## src/include/obl_pkg.sv

```systemverilog
// Constants, register map and state type of the one-time-programmable byte sequencer.
package obl_pkg;
    // ------------------------------------------------------------
    // Register offsets
    // ------------------------------------------------------------
    localparam logic [7:0] REG_CLOCK_GATE = 8'h42;
    localparam logic [7:0] REG_ENABLE = 8'h51;
    localparam logic [7:0] REG_ADDRESS = 8'h52;
    localparam logic [7:0] REG_DATA = 8'h53;
    localparam logic [7:0] REG_COMMAND = 8'h54;
    localparam logic [7:0] REG_STATUS = 8'h58;
    localparam logic [7:0] MEM_FIRST = 8'hdf;
    localparam logic [7:0] MEM_LAST = 8'he8;
    localparam logic [7:0] LOCK_BYTE_ADDR = 8'he8;
    localparam int MEM_BYTES = 10;
    localparam logic [3:0] MEM_COUNT = 4'ha;
    localparam logic [3:0] WALK_LAST = 4'h9;

    // ------------------------------------------------------------
    // Field positions and reset values
    // ------------------------------------------------------------
    localparam int CLOCK_GATE_BIT = 0;
    localparam int ENABLE_BIT = 0;
    localparam int CMD_WRITE_BIT = 0;
    localparam int CMD_READ_BIT = 1;
    localparam int CMD_LOCK_BIT = 2;
    localparam int WRITE_OK_BIT = 0;
    localparam int LOCK_OK_BIT = 1;
    localparam int CHECKSUM_OK_BIT = 2;
    localparam logic [7:0] REG_RESET = 8'h00;
    localparam logic [2:0] FLAGS_RESET = 3'h0;

    // ------------------------------------------------------------
    // Vendor control requests
    // ------------------------------------------------------------
    localparam logic [7:0] REQ_TYPE_VENDOR_OUT = 8'h40;
    localparam logic [7:0] REQ_TYPE_VENDOR_IN = 8'hc0;
    localparam logic [7:0] REQ_VENDOR_TEST = 8'h01;

    // ------------------------------------------------------------
    // Timing
    // ------------------------------------------------------------
    localparam int CLK_MHZ = 20;
    localparam int PROG_TIME_US = 100;
    localparam int READ_TIME_US = 1;
    localparam int LOCK_TIME_US = 150;
    localparam int PROG_CYCLES = PROG_TIME_US * CLK_MHZ;
    localparam int READ_CYCLES = READ_TIME_US * CLK_MHZ;
    localparam int LOCK_CYCLES = LOCK_TIME_US * CLK_MHZ;
    localparam int TIMER_W = 12;

    typedef enum logic [4:0] {
        ST_IDLE = 5'b00001,
        ST_PROG = 5'b00010,
        ST_VERIFY = 5'b00100,
        ST_READ = 5'b01000,
        ST_LOCK = 5'b10000
    } obl_state_type;
endpackage

```

## src/rtl/obl_cell_array.sv

```systemverilog
// Fuse array of the programmable bytes with one program port and two read ports.
`timescale 1ns/100ps
module obl_cell_array (
    // Clock and reset
    input wire logic clk,
    input wire logic rst_n,
    // Program port
    input wire logic progStrobe,
    input wire logic [3:0] progIdx,
    input wire logic [7:0] progData,
    // Read ports
    input wire logic [3:0] rdIdxA,
    output logic [7:0] rdDataA,
    input wire logic [3:0] rdIdxB,
    output logic [7:0] rdDataB
);
    import obl_pkg::*;

    logic [7:0] cells [MEM_BYTES];
    logic validA;
    logic validB;

    // Reset models a blank part; a fuse can only go from zero to one.
    always_ff @(posedge clk) begin
        if (!rst_n) begin
            for (int i = 0; i < MEM_BYTES; i++) begin
                cells[i] <= REG_RESET;
            end
        end else if (progStrobe && (progIdx < MEM_COUNT)) begin
            cells[progIdx] <= cells[progIdx] | progData;
        end
    end

    assign validA = rdIdxA < MEM_COUNT;
    assign validB = rdIdxB < MEM_COUNT;
    assign rdDataA = validA ? cells[rdIdxA] : REG_RESET;
    assign rdDataB = validB ? cells[rdIdxB] : REG_RESET;
endmodule

```

## src/rtl/obl_sequencer.sv

```systemverilog
// Register file and program, read and lock sequencer of the one-time-programmable bytes.
//
// Behaviour
// - Write bit starts programming, self-clears.
// - Status reports write success flag.
// - Read bit starts read, self-clears.
// - Read byte appears in data register.
// - Status reports lock and checksum flags.
// - Vendor out request writes register byte.
// - Vendor in request returns register byte.
// - Memory bytes mapped at DF to E8.
// - Unprogrammed memory bytes read as zero.
`timescale 1ns/100ps
module obl_sequencer (
    // Clock and reset
    input wire logic clk,
    input wire logic rst_n,
    // Decoded vendor setup stage
    input wire logic setupValid,
    input wire logic [7:0] setupRequestType,
    input wire logic [7:0] setupRequest,
    input wire logic [7:0] setupIndexLow,
    input wire logic [7:0] setupIndexHigh,
    input wire logic [7:0] setupLengthLow,
    input wire logic [7:0] setupLengthHigh,
    // Answer to the request
    output logic respValid,
    output logic respStall,
    output logic [7:0] respData,
    // State seen by the rest of the sensor
    output logic memBusy,
    output logic useMemorySetting
);
    import obl_pkg::*;

    // ------------------------------------------------------------
    // Registers
    // ------------------------------------------------------------
    obl_state_type state_r, state_nxt;
    logic [7:0] clockGate_r, clockGate_nxt;
    logic [7:0] enable_r, enable_nxt;
    logic [7:0] address_r, address_nxt;
    logic [7:0] data_r, data_nxt;
    logic [2:0] command_r, command_nxt;
    logic [2:0] flags_r, flags_nxt;
    logic [TIMER_W-1:0] timer_r, timer_nxt;
    logic [3:0] walkIdx_r, walkIdx_nxt;
    logic [7:0] walkSum_r, walkSum_nxt;
    logic [7:0] runSum_r, runSum_nxt;
    logic [7:0] oldByte_r, oldByte_nxt;
    logic lockByteSeen_r, lockByteSeen_nxt;
    logic locked_r, locked_nxt;
    logic progStrobe_r, progStrobe_nxt;
    logic respValid_r, respStall_r;
    logic [7:0] respData_r, respData_nxt;

    // ------------------------------------------------------------
    // Request decode
    // ------------------------------------------------------------
    logic isVendor;
    logic lenZero;
    logic lenOne;
    logic regWrite;
    logic regRead;
    logic badRequest;
    logic [7:0] regAddr;
    logic [7:0] wrByte;

    assign isVendor = setupRequest == REQ_VENDOR_TEST;
    assign lenZero = (setupLengthLow == 8'h00) && (setupLengthHigh == 8'h00);
    assign lenOne = (setupLengthLow == 8'h01) && (setupLengthHigh == 8'h00);
    assign regWrite = setupValid && isVendor && (setupRequestType == REQ_TYPE_VENDOR_OUT) && lenZero;
    assign regRead = setupValid && isVendor && (setupRequestType == REQ_TYPE_VENDOR_IN) && lenOne;
    assign badRequest = setupValid && !regWrite && !regRead;
    assign regAddr = setupIndexLow;
    assign wrByte = setupIndexHigh;

    logic idle;
    logic hitClockGate;
    logic hitEnable;
    logic hitAddress;
    logic hitData;
    logic hitCommand;
    logic hitMemory;
    logic hitStatus;
    assign idle = state_r == ST_IDLE;
    assign hitClockGate = regAddr == REG_CLOCK_GATE;
    assign hitEnable = regAddr == REG_ENABLE;
    assign hitAddress = regAddr == REG_ADDRESS;
    assign hitData = regAddr == REG_DATA;
    assign hitCommand = regAddr == REG_COMMAND;
    assign hitMemory = (regAddr >= MEM_FIRST) && (regAddr <= MEM_LAST);
    assign hitStatus = regAddr == REG_STATUS;

    // ------------------------------------------------------------
    // Command acceptance
    // ------------------------------------------------------------
    // A command is taken only with clock gate and enable set, while idle,
    // and only when exactly one command bit is written.
    logic armed;
    logic oneHot;
    logic cmdStart;
    logic startWrite;
    logic startRead;
    logic startLock;
    assign armed = clockGate_r[CLOCK_GATE_BIT] && enable_r[ENABLE_BIT];
    assign oneHot = (wrByte[2:0] == 3'h1) || (wrByte[2:0] == 3'h2) || (wrByte[2:0] == 3'h4);
    assign cmdStart = regWrite && hitCommand && idle && armed && oneHot;
    assign startWrite = cmdStart && wrByte[CMD_WRITE_BIT];
    assign startRead = cmdStart && wrByte[CMD_READ_BIT];
    assign startLock = cmdStart && wrByte[CMD_LOCK_BIT];

    // ------------------------------------------------------------
    // Memory access
    // ------------------------------------------------------------
    logic targetInRange;
    logic [3:0] targetIdx;
    logic [3:0] lockIdx;
    logic [3:0] seqIdx;
    logic [3:0] busIdx;
    logic [7:0] seqByte;
    logic [7:0] busByte;
    logic timerDone;

    assign targetInRange = (address_r >= MEM_FIRST) && (address_r <= MEM_LAST);
    assign targetIdx = targetInRange ? 4'(address_r - MEM_FIRST) : MEM_COUNT;
    assign lockIdx = 4'(LOCK_BYTE_ADDR - MEM_FIRST);
    assign seqIdx = (state_r == ST_LOCK) ? walkIdx_r : targetIdx;
    assign busIdx = hitMemory ? 4'(regAddr - MEM_FIRST) : MEM_COUNT;
    assign timerDone = timer_r == '0;

    obl_cell_array cellArray (
        .clk(clk),
        .rst_n(rst_n),
        .progStrobe(progStrobe_r),
        .progIdx(targetIdx),
        .progData(data_r),
        .rdIdxA(seqIdx),
        .rdDataA(seqByte),
        .rdIdxB(busIdx),
        .rdDataB(busByte)
    );

    // ------------------------------------------------------------
    // Sequencer
    // ------------------------------------------------------------
    logic writeMatches;
    logic walkEnd;
    assign writeMatches = seqByte == data_r;
    assign walkEnd = walkIdx_r == WALK_LAST;

    always_comb begin
        state_nxt = state_r;
        timer_nxt = timer_r;
        walkIdx_nxt = walkIdx_r;
        walkSum_nxt = walkSum_r;
        runSum_nxt = runSum_r;
        oldByte_nxt = oldByte_r;
        lockByteSeen_nxt = lockByteSeen_r;
        locked_nxt = locked_r;
        progStrobe_nxt = 1'b0;
        flags_nxt = flags_r;
        command_nxt = command_r;
        data_nxt = data_r;
        enable_nxt = enable_r;
        unique case (state_r)
            ST_IDLE: begin
                if (startWrite) begin
                    command_nxt = 3'h1;
                    flags_nxt[WRITE_OK_BIT] = 1'b0;
                    if (targetInRange && !locked_r) begin
                        // A locked part refuses programming; the write then reports failure.
                        oldByte_nxt = seqByte;
                        progStrobe_nxt = 1'b1;
                        timer_nxt = TIMER_W'(PROG_CYCLES - 1);
                        state_nxt = ST_PROG;
                    end else begin
                        timer_nxt = '0;
                        state_nxt = ST_VERIFY;
                    end
                end else if (startRead) begin
                    command_nxt = 3'h2;
                    timer_nxt = TIMER_W'(READ_CYCLES - 1);
                    state_nxt = ST_READ;
                end else if (startLock) begin
                    command_nxt = 3'h4;
                    flags_nxt[LOCK_OK_BIT] = 1'b0;
                    flags_nxt[CHECKSUM_OK_BIT] = 1'b0;
                    walkIdx_nxt = 4'h0;
                    walkSum_nxt = 8'h00;
                    lockByteSeen_nxt = 1'b0;
                    timer_nxt = TIMER_W'(LOCK_CYCLES - 1);
                    state_nxt = ST_LOCK;
                end
            end
            ST_PROG: begin
                timer_nxt = timer_r - 1'b1;
                if (timerDone) begin
                    state_nxt = ST_VERIFY;
                end
            end
            ST_VERIFY: begin
                // Fuses only set bits, so a byte that needs a cleared bit never verifies.
                flags_nxt[WRITE_OK_BIT] = targetInRange && !locked_r && writeMatches;
                if (targetInRange && !locked_r) begin
                    runSum_nxt = runSum_r + (seqByte - oldByte_r);
                end
                command_nxt = 3'h0;
                enable_nxt[ENABLE_BIT] = 1'b0;
                state_nxt = ST_IDLE;
            end
            ST_READ: begin
                timer_nxt = timer_r - 1'b1;
                if (timerDone) begin
                    data_nxt = seqByte;
                    command_nxt = 3'h0;
                    enable_nxt[ENABLE_BIT] = 1'b0;
                    state_nxt = ST_IDLE;
                end
            end
            ST_LOCK: begin
                // The walk re-reads every byte and checks it against the sum kept while programming.
                timer_nxt = timerDone ? timer_r : timer_r - 1'b1;
                if (walkIdx_r < MEM_COUNT) begin
                    walkSum_nxt = walkSum_r + seqByte;
                    lockByteSeen_nxt = lockByteSeen_r || ((walkIdx_r == lockIdx) && (seqByte != 8'h00));
                    walkIdx_nxt = walkEnd ? 4'hf : walkIdx_r + 1'b1;
                end
                if (timerDone && (walkIdx_r == 4'hf)) begin
                    flags_nxt[LOCK_OK_BIT] = lockByteSeen_r;
                    flags_nxt[CHECKSUM_OK_BIT] = walkSum_r == runSum_r;
                    locked_nxt = locked_r || (lockByteSeen_r && (walkSum_r == runSum_r));
                    command_nxt = 3'h0;
                    enable_nxt[ENABLE_BIT] = 1'b0;
                    state_nxt = ST_IDLE;
                end
            end
        endcase
        if (regWrite && hitEnable && idle) begin
            enable_nxt = wrByte;
        end
        if (regWrite && hitData && idle) begin
            data_nxt = wrByte;
        end
    end

    // ------------------------------------------------------------
    // Plain register writes and read answer
    // ------------------------------------------------------------
    assign clockGate_nxt = (regWrite && hitClockGate) ? wrByte : clockGate_r;
    assign address_nxt = (regWrite && hitAddress && idle) ? wrByte : address_r;

    logic [7:0] readMux;
    always_comb begin
        readMux = REG_RESET;
        if (hitClockGate) begin
            readMux = clockGate_r;
        end else if (hitEnable) begin
            readMux = enable_r;
        end else if (hitAddress) begin
            readMux = address_r;
        end else if (hitData) begin
            readMux = data_r;
        end else if (hitCommand) begin
            readMux = {5'h00, command_r};
        end else if (hitStatus) begin
            readMux = {5'h00, flags_r};
        end else if (hitMemory) begin
            readMux = busByte;
        end
    end

    assign respData_nxt = regRead ? readMux : 8'h00;

    always_ff @(posedge clk) begin
        if (!rst_n) begin
            state_r <= ST_IDLE;
            clockGate_r <= REG_RESET;
            enable_r <= REG_RESET;
            address_r <= REG_RESET;
            data_r <= REG_RESET;
            command_r <= FLAGS_RESET;
            flags_r <= FLAGS_RESET;
            timer_r <= '0;
            walkIdx_r <= 4'h0;
            walkSum_r <= 8'h00;
            runSum_r <= 8'h00;
            oldByte_r <= 8'h00;
            lockByteSeen_r <= 1'b0;
            locked_r <= 1'b0;
            progStrobe_r <= 1'b0;
        end else begin
            state_r <= state_nxt;
            clockGate_r <= clockGate_nxt;
            enable_r <= enable_nxt;
            address_r <= address_nxt;
            data_r <= data_nxt;
            command_r <= command_nxt;
            flags_r <= flags_nxt;
            timer_r <= timer_nxt;
            walkIdx_r <= walkIdx_nxt;
            walkSum_r <= walkSum_nxt;
            runSum_r <= runSum_nxt;
            oldByte_r <= oldByte_nxt;
            lockByteSeen_r <= lockByteSeen_nxt;
            locked_r <= locked_nxt;
            progStrobe_r <= progStrobe_nxt;
        end
    end

    logic busy_r;
    always_ff @(posedge clk) begin
        if (!rst_n) begin
            respValid_r <= 1'b0;
            respStall_r <= 1'b0;
            respData_r <= 8'h00;
            busy_r <= 1'b0;
        end else begin
            respValid_r <= regWrite || regRead;
            respStall_r <= badRequest;
            respData_r <= respData_nxt;
            busy_r <= state_nxt != ST_IDLE;
        end
    end
    assign respValid = respValid_r;
    assign respStall = respStall_r;
    assign respData = respData_r;
    assign memBusy = busy_r;
    assign useMemorySetting = locked_r;
endmodule

```

## config.mk

```make
export PLATFORM = sky130hd
export DESIGN_NAME = obl_sequencer
export DESIGN_NICKNAME = d
export VERILOG_FILES = /design/src/include/obl_pkg.sv /design/src/rtl/obl_cell_array.sv /design/src/rtl/obl_sequencer.sv
export SDC_FILE = /design/constraint.sdc
export NUM_CORES = 1
export LEC_CHECK = 0
export BUFFER_PORTS_ARGS = -buffer_cell sky130_fd_sc_hd__buf_2
export CAP_MARGIN = 20
export CORE_MARGIN = 2
export CORE_UTILIZATION = 48
export CTS_CLUSTER_DIAMETER = 100
export DETAILED_ROUTE_END_ITERATION = 8
export HOLD_SLACK_MARGIN = 0.03
export PLACE_DENSITY = 0.64
export SLEW_MARGIN = 10
export SYNTH_ARGS = -nofsm -noshare
export SYNTH_HDL_FRONTEND = slang
export SYNTH_HIERARCHICAL = 1
export SYNTH_SLANG_ARGS = --single-unit
```

## constraint.sdc

```tcl
create_clock -name clk -period 5.3 [get_ports clk]
set_clock_uncertainty 0.15 [all_clocks]
set_input_delay 0.795 -clock clk [delete_from_list [all_inputs] [get_ports clk]]
set_output_delay 0.795 -clock clk [all_outputs]
set_load 0.05 [all_outputs]
```

# == Yosys cells after proc, flatten, opt, wreduce, memory -nomap -nowiden ==
# Memory sizes are Yosys's and may differ from the RTL's.
# Index checks and enable logic that the tools add are counted.
# classes
magnitude_cmp,8
add_sub_neg,7
multipliers,0
div_mod_pow,0
n_shift,0
reduce_logical,65
n_mux,70
n_eq_ne,34
bitwise_logic,1
# ops
cell,n
$mux W8,17
$eq A8 B7 Y1 const B,7
$mux W12,4
$mux W4,9
$pmux W12 S3,1
$logic_and A1 B1 Y1,32
$mux W5,6
$pmux W5 S5,1
$mux W3,6
$add A8 B8 Y8,2
$eq A8 B1 Y1 const B,2
$eq A8 B8 Y1,2
$ge A8 B8 Y1 const B,2
$le A8 B8 Y1 const B,2
$logic_not A8 Y1,2
$lt A4 B4 Y1 const B,4
$pmux W8 S2,1
$mux W1,14
$logic_not A12 Y1,1
$pmux W3 S4,1
$reduce_and A3 Y1,4
$sub A12 B1 Y12 const B,1
$mux W11,1
$reduce_and A2 Y1,5
other kinds (35),58
# totals
register_bits,97
rom_bits,0
memories,1
latchBits,0
ramBits,80
out_inout_bits,12
# memory_table
name,words,width,rd,rd_clocked_by_memory_dff,write_ports,line_no,rtl
cellArray.cells,10,8,3,0,10,obl_cell_array.sv:19,logic [7:0] cells [MEM_BYTES];

# == Logic depth before layout (Yosys ltp) ==
# depth
word_depth,14
mapped_depth,26

# == Cells and area by module ==
# Netlist, hierarchy kept.
# by_module_without_submodules
module,cells_per_inst,instances,area_per_inst_um2
obl_sequencer,729,1,5980.7
obl_cell_array,428,1,5168.7

# == Worst setup path before layout ==
# OpenSTA, ideal clock, no wires.
# synth_timing
path_kind,register -> register
startpoint,reg address_r[0]
endpoint,reg runSum_r[6]
path_stages_with_launch,24
path_slack_ps,613
arrival_time_ps,4462
path_buffers,2
cell_sequence,dfxtp_1 inv_1 ha_1 nand2b_1 a21oi_1 nor2_1 or2_2 nor2_1 a21oi_1 clkbuf_1 nand2b_1 clkbuf_1 nor2_1 a21oi_1 o21ai_0 inv_1 fa_1 fa_1 nor2b_1 o21ai_0 a21boi_0 o21ai_0 a211o_1 a31oi_1
# synth_via
elab_chain_cells,8
# synth_lines
element,line_no,rtl
from (decl),obl_sequencer.sv:42,"logic [7:0] address_r, address_nxt;"
from (signal assigned),obl_sequencer.sv:296,address_r <= address_nxt;
$ge A8 B8 Y1 or $le A8 B8 Y1 (tied branches),obl_sequencer.sv:125,assign targetInRange = (address_r >= MEM_FIRST) && (address_r <= MEM_LAST);
$logic_and A1 B1 Y1,obl_sequencer.sv:125,
$mux W4 (*),obl_sequencer.sv:126,assign targetIdx = targetInRange ? 4'(address_r - MEM_FIRST) : MEM_COUNT;
net targetIdx[1],obl_sequencer.sv:117,logic [3:0] targetIdx;
$mux W4 (*),obl_sequencer.sv:128,assign seqIdx = (state_r == ST_LOCK) ? walkIdx_r : targetIdx;
net seqIdx[1],obl_sequencer.sv:119,logic [3:0] seqIdx;
$mem_v2 Z10 W8 or $lt A4 B4 Y1 (tied branches),-,
$mux W8 (*),obl_cell_array.sv:36,assign rdDataA = validA ? cells[rdIdxA] : REG_RESET;
net seqByte[1],obl_sequencer.sv:121,logic [7:0] seqByte;
$sub A8 B8 Y8 (*),obl_sequencer.sv:206,runSum_nxt = runSum_r + (seqByte - oldByte_r);
$add A8 B8 Y8 (*),obl_sequencer.sv:206,
to (signal assigned),obl_sequencer.sv:303,runSum_r <= runSum_nxt;
to (decl),obl_sequencer.sv:49,"logic [7:0] runSum_r, runSum_nxt;"
# Mark *: on every way through the listed nets, which the timed path passes. The rest lies on a longest branch.
# A chain may end at the register's enable or synchronous reset.

# == Worst setup path after layout ==
# layout_timing
startpoint,reg address_r[1]
endpoint,reg runSum_r[6]
# layout_via
elab_chain_cells,8
# layout_lines
element,line_no
$ge A8 B8 Y1 or $le A8 B8 Y1 (tied branches),obl_sequencer.sv:125
$logic_and A1 B1 Y1 (*),obl_sequencer.sv:125
$mux W4 (*),obl_sequencer.sv:126
$mux W4 (*),obl_sequencer.sv:128
net seqIdx[0],obl_sequencer.sv:119
$mem_v2 Z10 W8 or $lt A4 B4 Y1 (tied branches),-
$mux W8 (*),obl_cell_array.sv:36
net seqByte[1],obl_sequencer.sv:121
$sub A8 B8 Y8 (*),obl_sequencer.sv:206
$add A8 B8 Y8 (*),obl_sequencer.sv:206
# Marked as above.

==> metrics.md <==
| Metric | Value |
|---|---|
| Status | `complete, no violations` |
| Final Net Count | `roughly 1300` |
| Leakage | `4.65 nW` |
| PortBufs | `62` |
| Routed via count | `about 9300` |
| Final setup TNS | `0 ns` |
| Post-synth EDFFs | `80` |
| Share of cells above drive strength 1 | `0.189` |
| Mean routed wirelength per cell | `about 21 µm` |
| Critical path class | `reg -> reg` |
| Reg2Reg Depth | `21` |
| Residual DRC | `0` |
| Largest net degree at the start of global routing | `a little under 50` |
| R2r setup slk | `0.40 ns` |
| WHS Endpoint | `clockGate_r[5]` |
| Launch point of the worst path | `address_r[1]` |
| Die Wd | `between 150 and 200 µm` |
| Routed Antenna Nets | `0` |
| Std cell rows | `55` |
| Area delta synth->final | `12.2%` |
| Commonest non-fill, non-tap cell in the layout | `nor2_1` |
| Internal power | `0.00218 W` |
| FF+latch count, synth | `about 180` |
| Fin. max-slew vios | `0` |
| Total gr overflow | `0` |
| Max Cap Violations | `0` |
| Synthesized area | `~11000 µm²` |
| Arrival time at the worst endpoint | `around 5 ns` |
| HPWL Detailed | `roughly 24 mm` |
| Syn Nets | `approximately 1200` |
| Total Routing Usage GR | `0.270` |
| Height of the die | `about 160 µm` |
| Final setup violating endpoints | `0` |
| Vias per inst | `roughly 6.2` |
| Final WS setup | `~0.40 ns` |
| Final period util | `0.924` |
| Fin area | `between 10000 and 15000 µm²` |
| Reg clk slew, reported paths | `0.08 ns` |
| Worst min path class | `reg -> reg` |
| Crit path capture type | `flop` |
| Clk_lat worst skew | `about 0.45 ns` |
| Clock power share | `0.444` |
| Root Buffer | `clkbuf_16` |
| Crit-path max FO | `8` |
| Syn Area/Cell | `9.64 µm²` |
| Switching Share | `0.265` |
| Cells after Synth | `approximately 1200` |
| Actual slew at the worst max-slew pin | `between 1 and 1.5 ns` |
| Fill cells | `slightly above 2000` |
| RSZ-0062 raised after global routing | `false` |
| Die area | `24500 µm²` |
| Total detailed-routing wirelength | `approximately 32 mm` |
| Ys flop type | `dfxtp_1` |
| Worst VDD drop | `about 0.00018 V` |
| H-tree Lvls | `4` |
| Total Power | `roughly 0.0030 W` |
| Cts hold-fix bufs | `0` |
| Seq pwr share | `0.500` |
| FMAX | `slightly above 200 MHz` |
| Layout Cells excl Fill | `1511` |
| Clock sink total | `between 150 and 200` |
| Placed cell count | `1472` |
| Maximum clock path buffer count | `2` |
| Initial antenna violation count | `0` |
| Dpl ws | `-0.175 ns` |
| Drt initial violations | `just under 800` |
| Startpoint types | `flop` |
| Hold Path Stages | `2` |
| GPL Wtd Cong | `0.900` |
| Post-DP Area | `about 12000 µm²` |
| Yosys cell types | `75` |
| Final Hold Fails | `0` |
| Most frequent cells in the layout | `nor2_1, dfxtp_1, a21oi_1` |
| RR Startpoint | `address_r[1]` |
| Sw Pwr | `just under 0.0008 W` |
| Sequential share of the synthesized area | `0.390` |
| Tmin final | `about 4.9 ns` |
| Reg-to-Reg End | `runSum_r[6]` |
| Number of global-route vias before repair | `8933` |
| PD cells | `237 nW/µm²` |
| Hold path start | `clockGate_r[5]` |
| Cts bufs inserted | `17` |
| I/O Pins | `63` |
| Initial Utilization | `0.491` |
| Yosys warning total | `6` |
| Core Area | `~23000 µm²` |
| Logic gate share of total power | `0.055` |
| Max-Slew Margin vs Limit | `0.259` |
| Async SR Flop Fraction | `0` |
| First drt pass iteration count | `7` |
| CTS tree | `done` |
| First-pass GRT wire length | `approximately 51 mm` |
| Worst EP required | `5.51 ns` |
stage by stage:
step                utilization  hold WS [ns]
floorplan                     -         0.282
global placement          0.520         0.291
detailed placement        0.520         0.298
CTS                       0.547         0.310
global route              0.551         0.338
finish                    0.551         0.309
registers in the layout, indices dropped and copies added (netlist names), 3 cells and up:
name,flops
enable_r,8
runSum_r,8
command_r,3
respData,8
timer_r,12
flags_r,3
address_r,8
walkSum_r,8
cellArray/cells,80
walkIdx_r,4
oldByte_r,8
state_r,5
data_r,8
clockGate_r,8
worst max path at each step:
stage	end	slack (ns)
floorplan	runSum_r[6]	0.61
global placement	runSum_r[7]	0.08
detailed placement	runSum_r[6]	-0.18
CTS	runSum_r[6]	-0.09
global route	runSum_r[6]	0.009
finish	runSum_r[6]	0.40
power groups by stage:
stage,Sequential [W],Clock [W],Combinational (W)
6_report,0.00148,0.00132,0.000164
3_3_place_gp,0.00151,0,0.000161
4_1_cts,0.00148,0.00133,0.000164
2_1_floorplan,0.00150,0,0.0000979
3_5_place_dp,0.00151,0,0.000163
5_1_grt,0.00149,0.00138,0.000175
final cells by class:
class	count	area [µm²]	share of cell area
Clock inverter	14	180	0.0144
Antenna cell	1	2.50	0.000200
Clock buffer	18	439	0.0351
Tap cell	285	357	0.0285
Inverter	44	165	0.0132
Multi-Input combinational cell	865	6330	0.507
Sequential cell	177	4340	0.347
Timing Repair Buffer	107	683	0.0546
synth_stat cells, types with 5 or more instances:
| cell | instances | share of area |
|---|---|---|
| nor2_1 | 161 | 0.054 |
| dfxtp_1 | 97 | 0.17 |
| a21oi_1 | 94 | 0.042 |
| nand2_1 | 85 | 0.029 |
| edfxtp_1 | 80 | 0.22 |
| mux2i_1 | 72 | 0.065 |
| o21ai_0 | 50 | 0.022 |
| inv_1 | 44 | 0.015 |
| clkbuf_1 | 42 | 0.014 |
| nand3_1 | 40 | 0.018 |
| mux4_2 | 32 | 0.065 |
| ha_1 | 24 | 0.027 |
| nand3b_1 | 23 | 0.015 |
| xnor2_1 | 20 | 0.016 |
| a22oi_1 | 19 | 0.013 |
| nor2b_1 | 17 | 0.0095 |
| xor2_1 | 15 | 0.012 |
| buf_2 | 14 | 0.0063 |
| nand2b_1 | 14 | 0.0079 |
| nor3_1 | 14 | 0.0063 |
| a21o_1 | 13 | 0.0088 |
| and3_1 | 11 | 0.0062 |
| nand4_1 | 10 | 0.0056 |
| o211ai_1 | 10 | 0.0067 |
| a31oi_4 | 8 | 0.015 |
| fa_1 | 8 | 0.014 |
| mux2_4 | 8 | 0.011 |
| or3_1 | 8 | 0.0045 |
| a22oi_2 | 7 | 0.0079 |
| a31oi_1 | 7 | 0.0039 |
| buf_4 | 7 | 0.0047 |
| nor4_1 | 7 | 0.0039 |
| a211o_1 | 6 | 0.0047 |
| a31o_2 | 6 | 0.0047 |
| a221o_1 | 5 | 0.0045 |
layer usage:
metal | wire length [µm] | global-route usage
met5 | 0 | 0
met4 | 695 | 0.0848
met3 | 1660 | 0.0343
met2 | 15900 | 0.456
met1 | 13900 | 0.362
what timing repair did:
item / 4_1_cts / 5_1_grt
setup endpoints to repair: 2 / 9
pin swaps: 0 / 2
setup buffers: 0 / 5
gates resized for setup: 2 / 3
critical path: stages (launching register included):
cell and delay (ns):
dfxtp_1 0.40, ha_1 0.22, nand4b_1 0.12, nor2_2 0.18, nor2_2 0.09, buf_4 0.16
o31ai_4 0.29, buf_12 0.17, buf_4 0.11, mux4_2 0.49, a21oi_1 0.16, o21ai_0 0.09
buf_4 0.18, inv_1 0.07, fa_1 0.44, fa_1 0.43, nor2b_1 0.12, o21ai_0 0.09
a21boi_0 0.25, o21ai_0 0.15, a211o_1 0.31, a31oi_1 0.15
cell families after synthesis:
logic type	Yosys count	share of synthesized area
xor gates and xnor gates	35	0.0275
adders and majority gates	32	0.0413
and+or+nand+nor	429	0.197
buffers and inverters	115	0.0449
DFF	177	0.390
AOI/OAI and AO/OA	257	0.160
muxes	112	0.140
(Power assumes the default switching activity.)
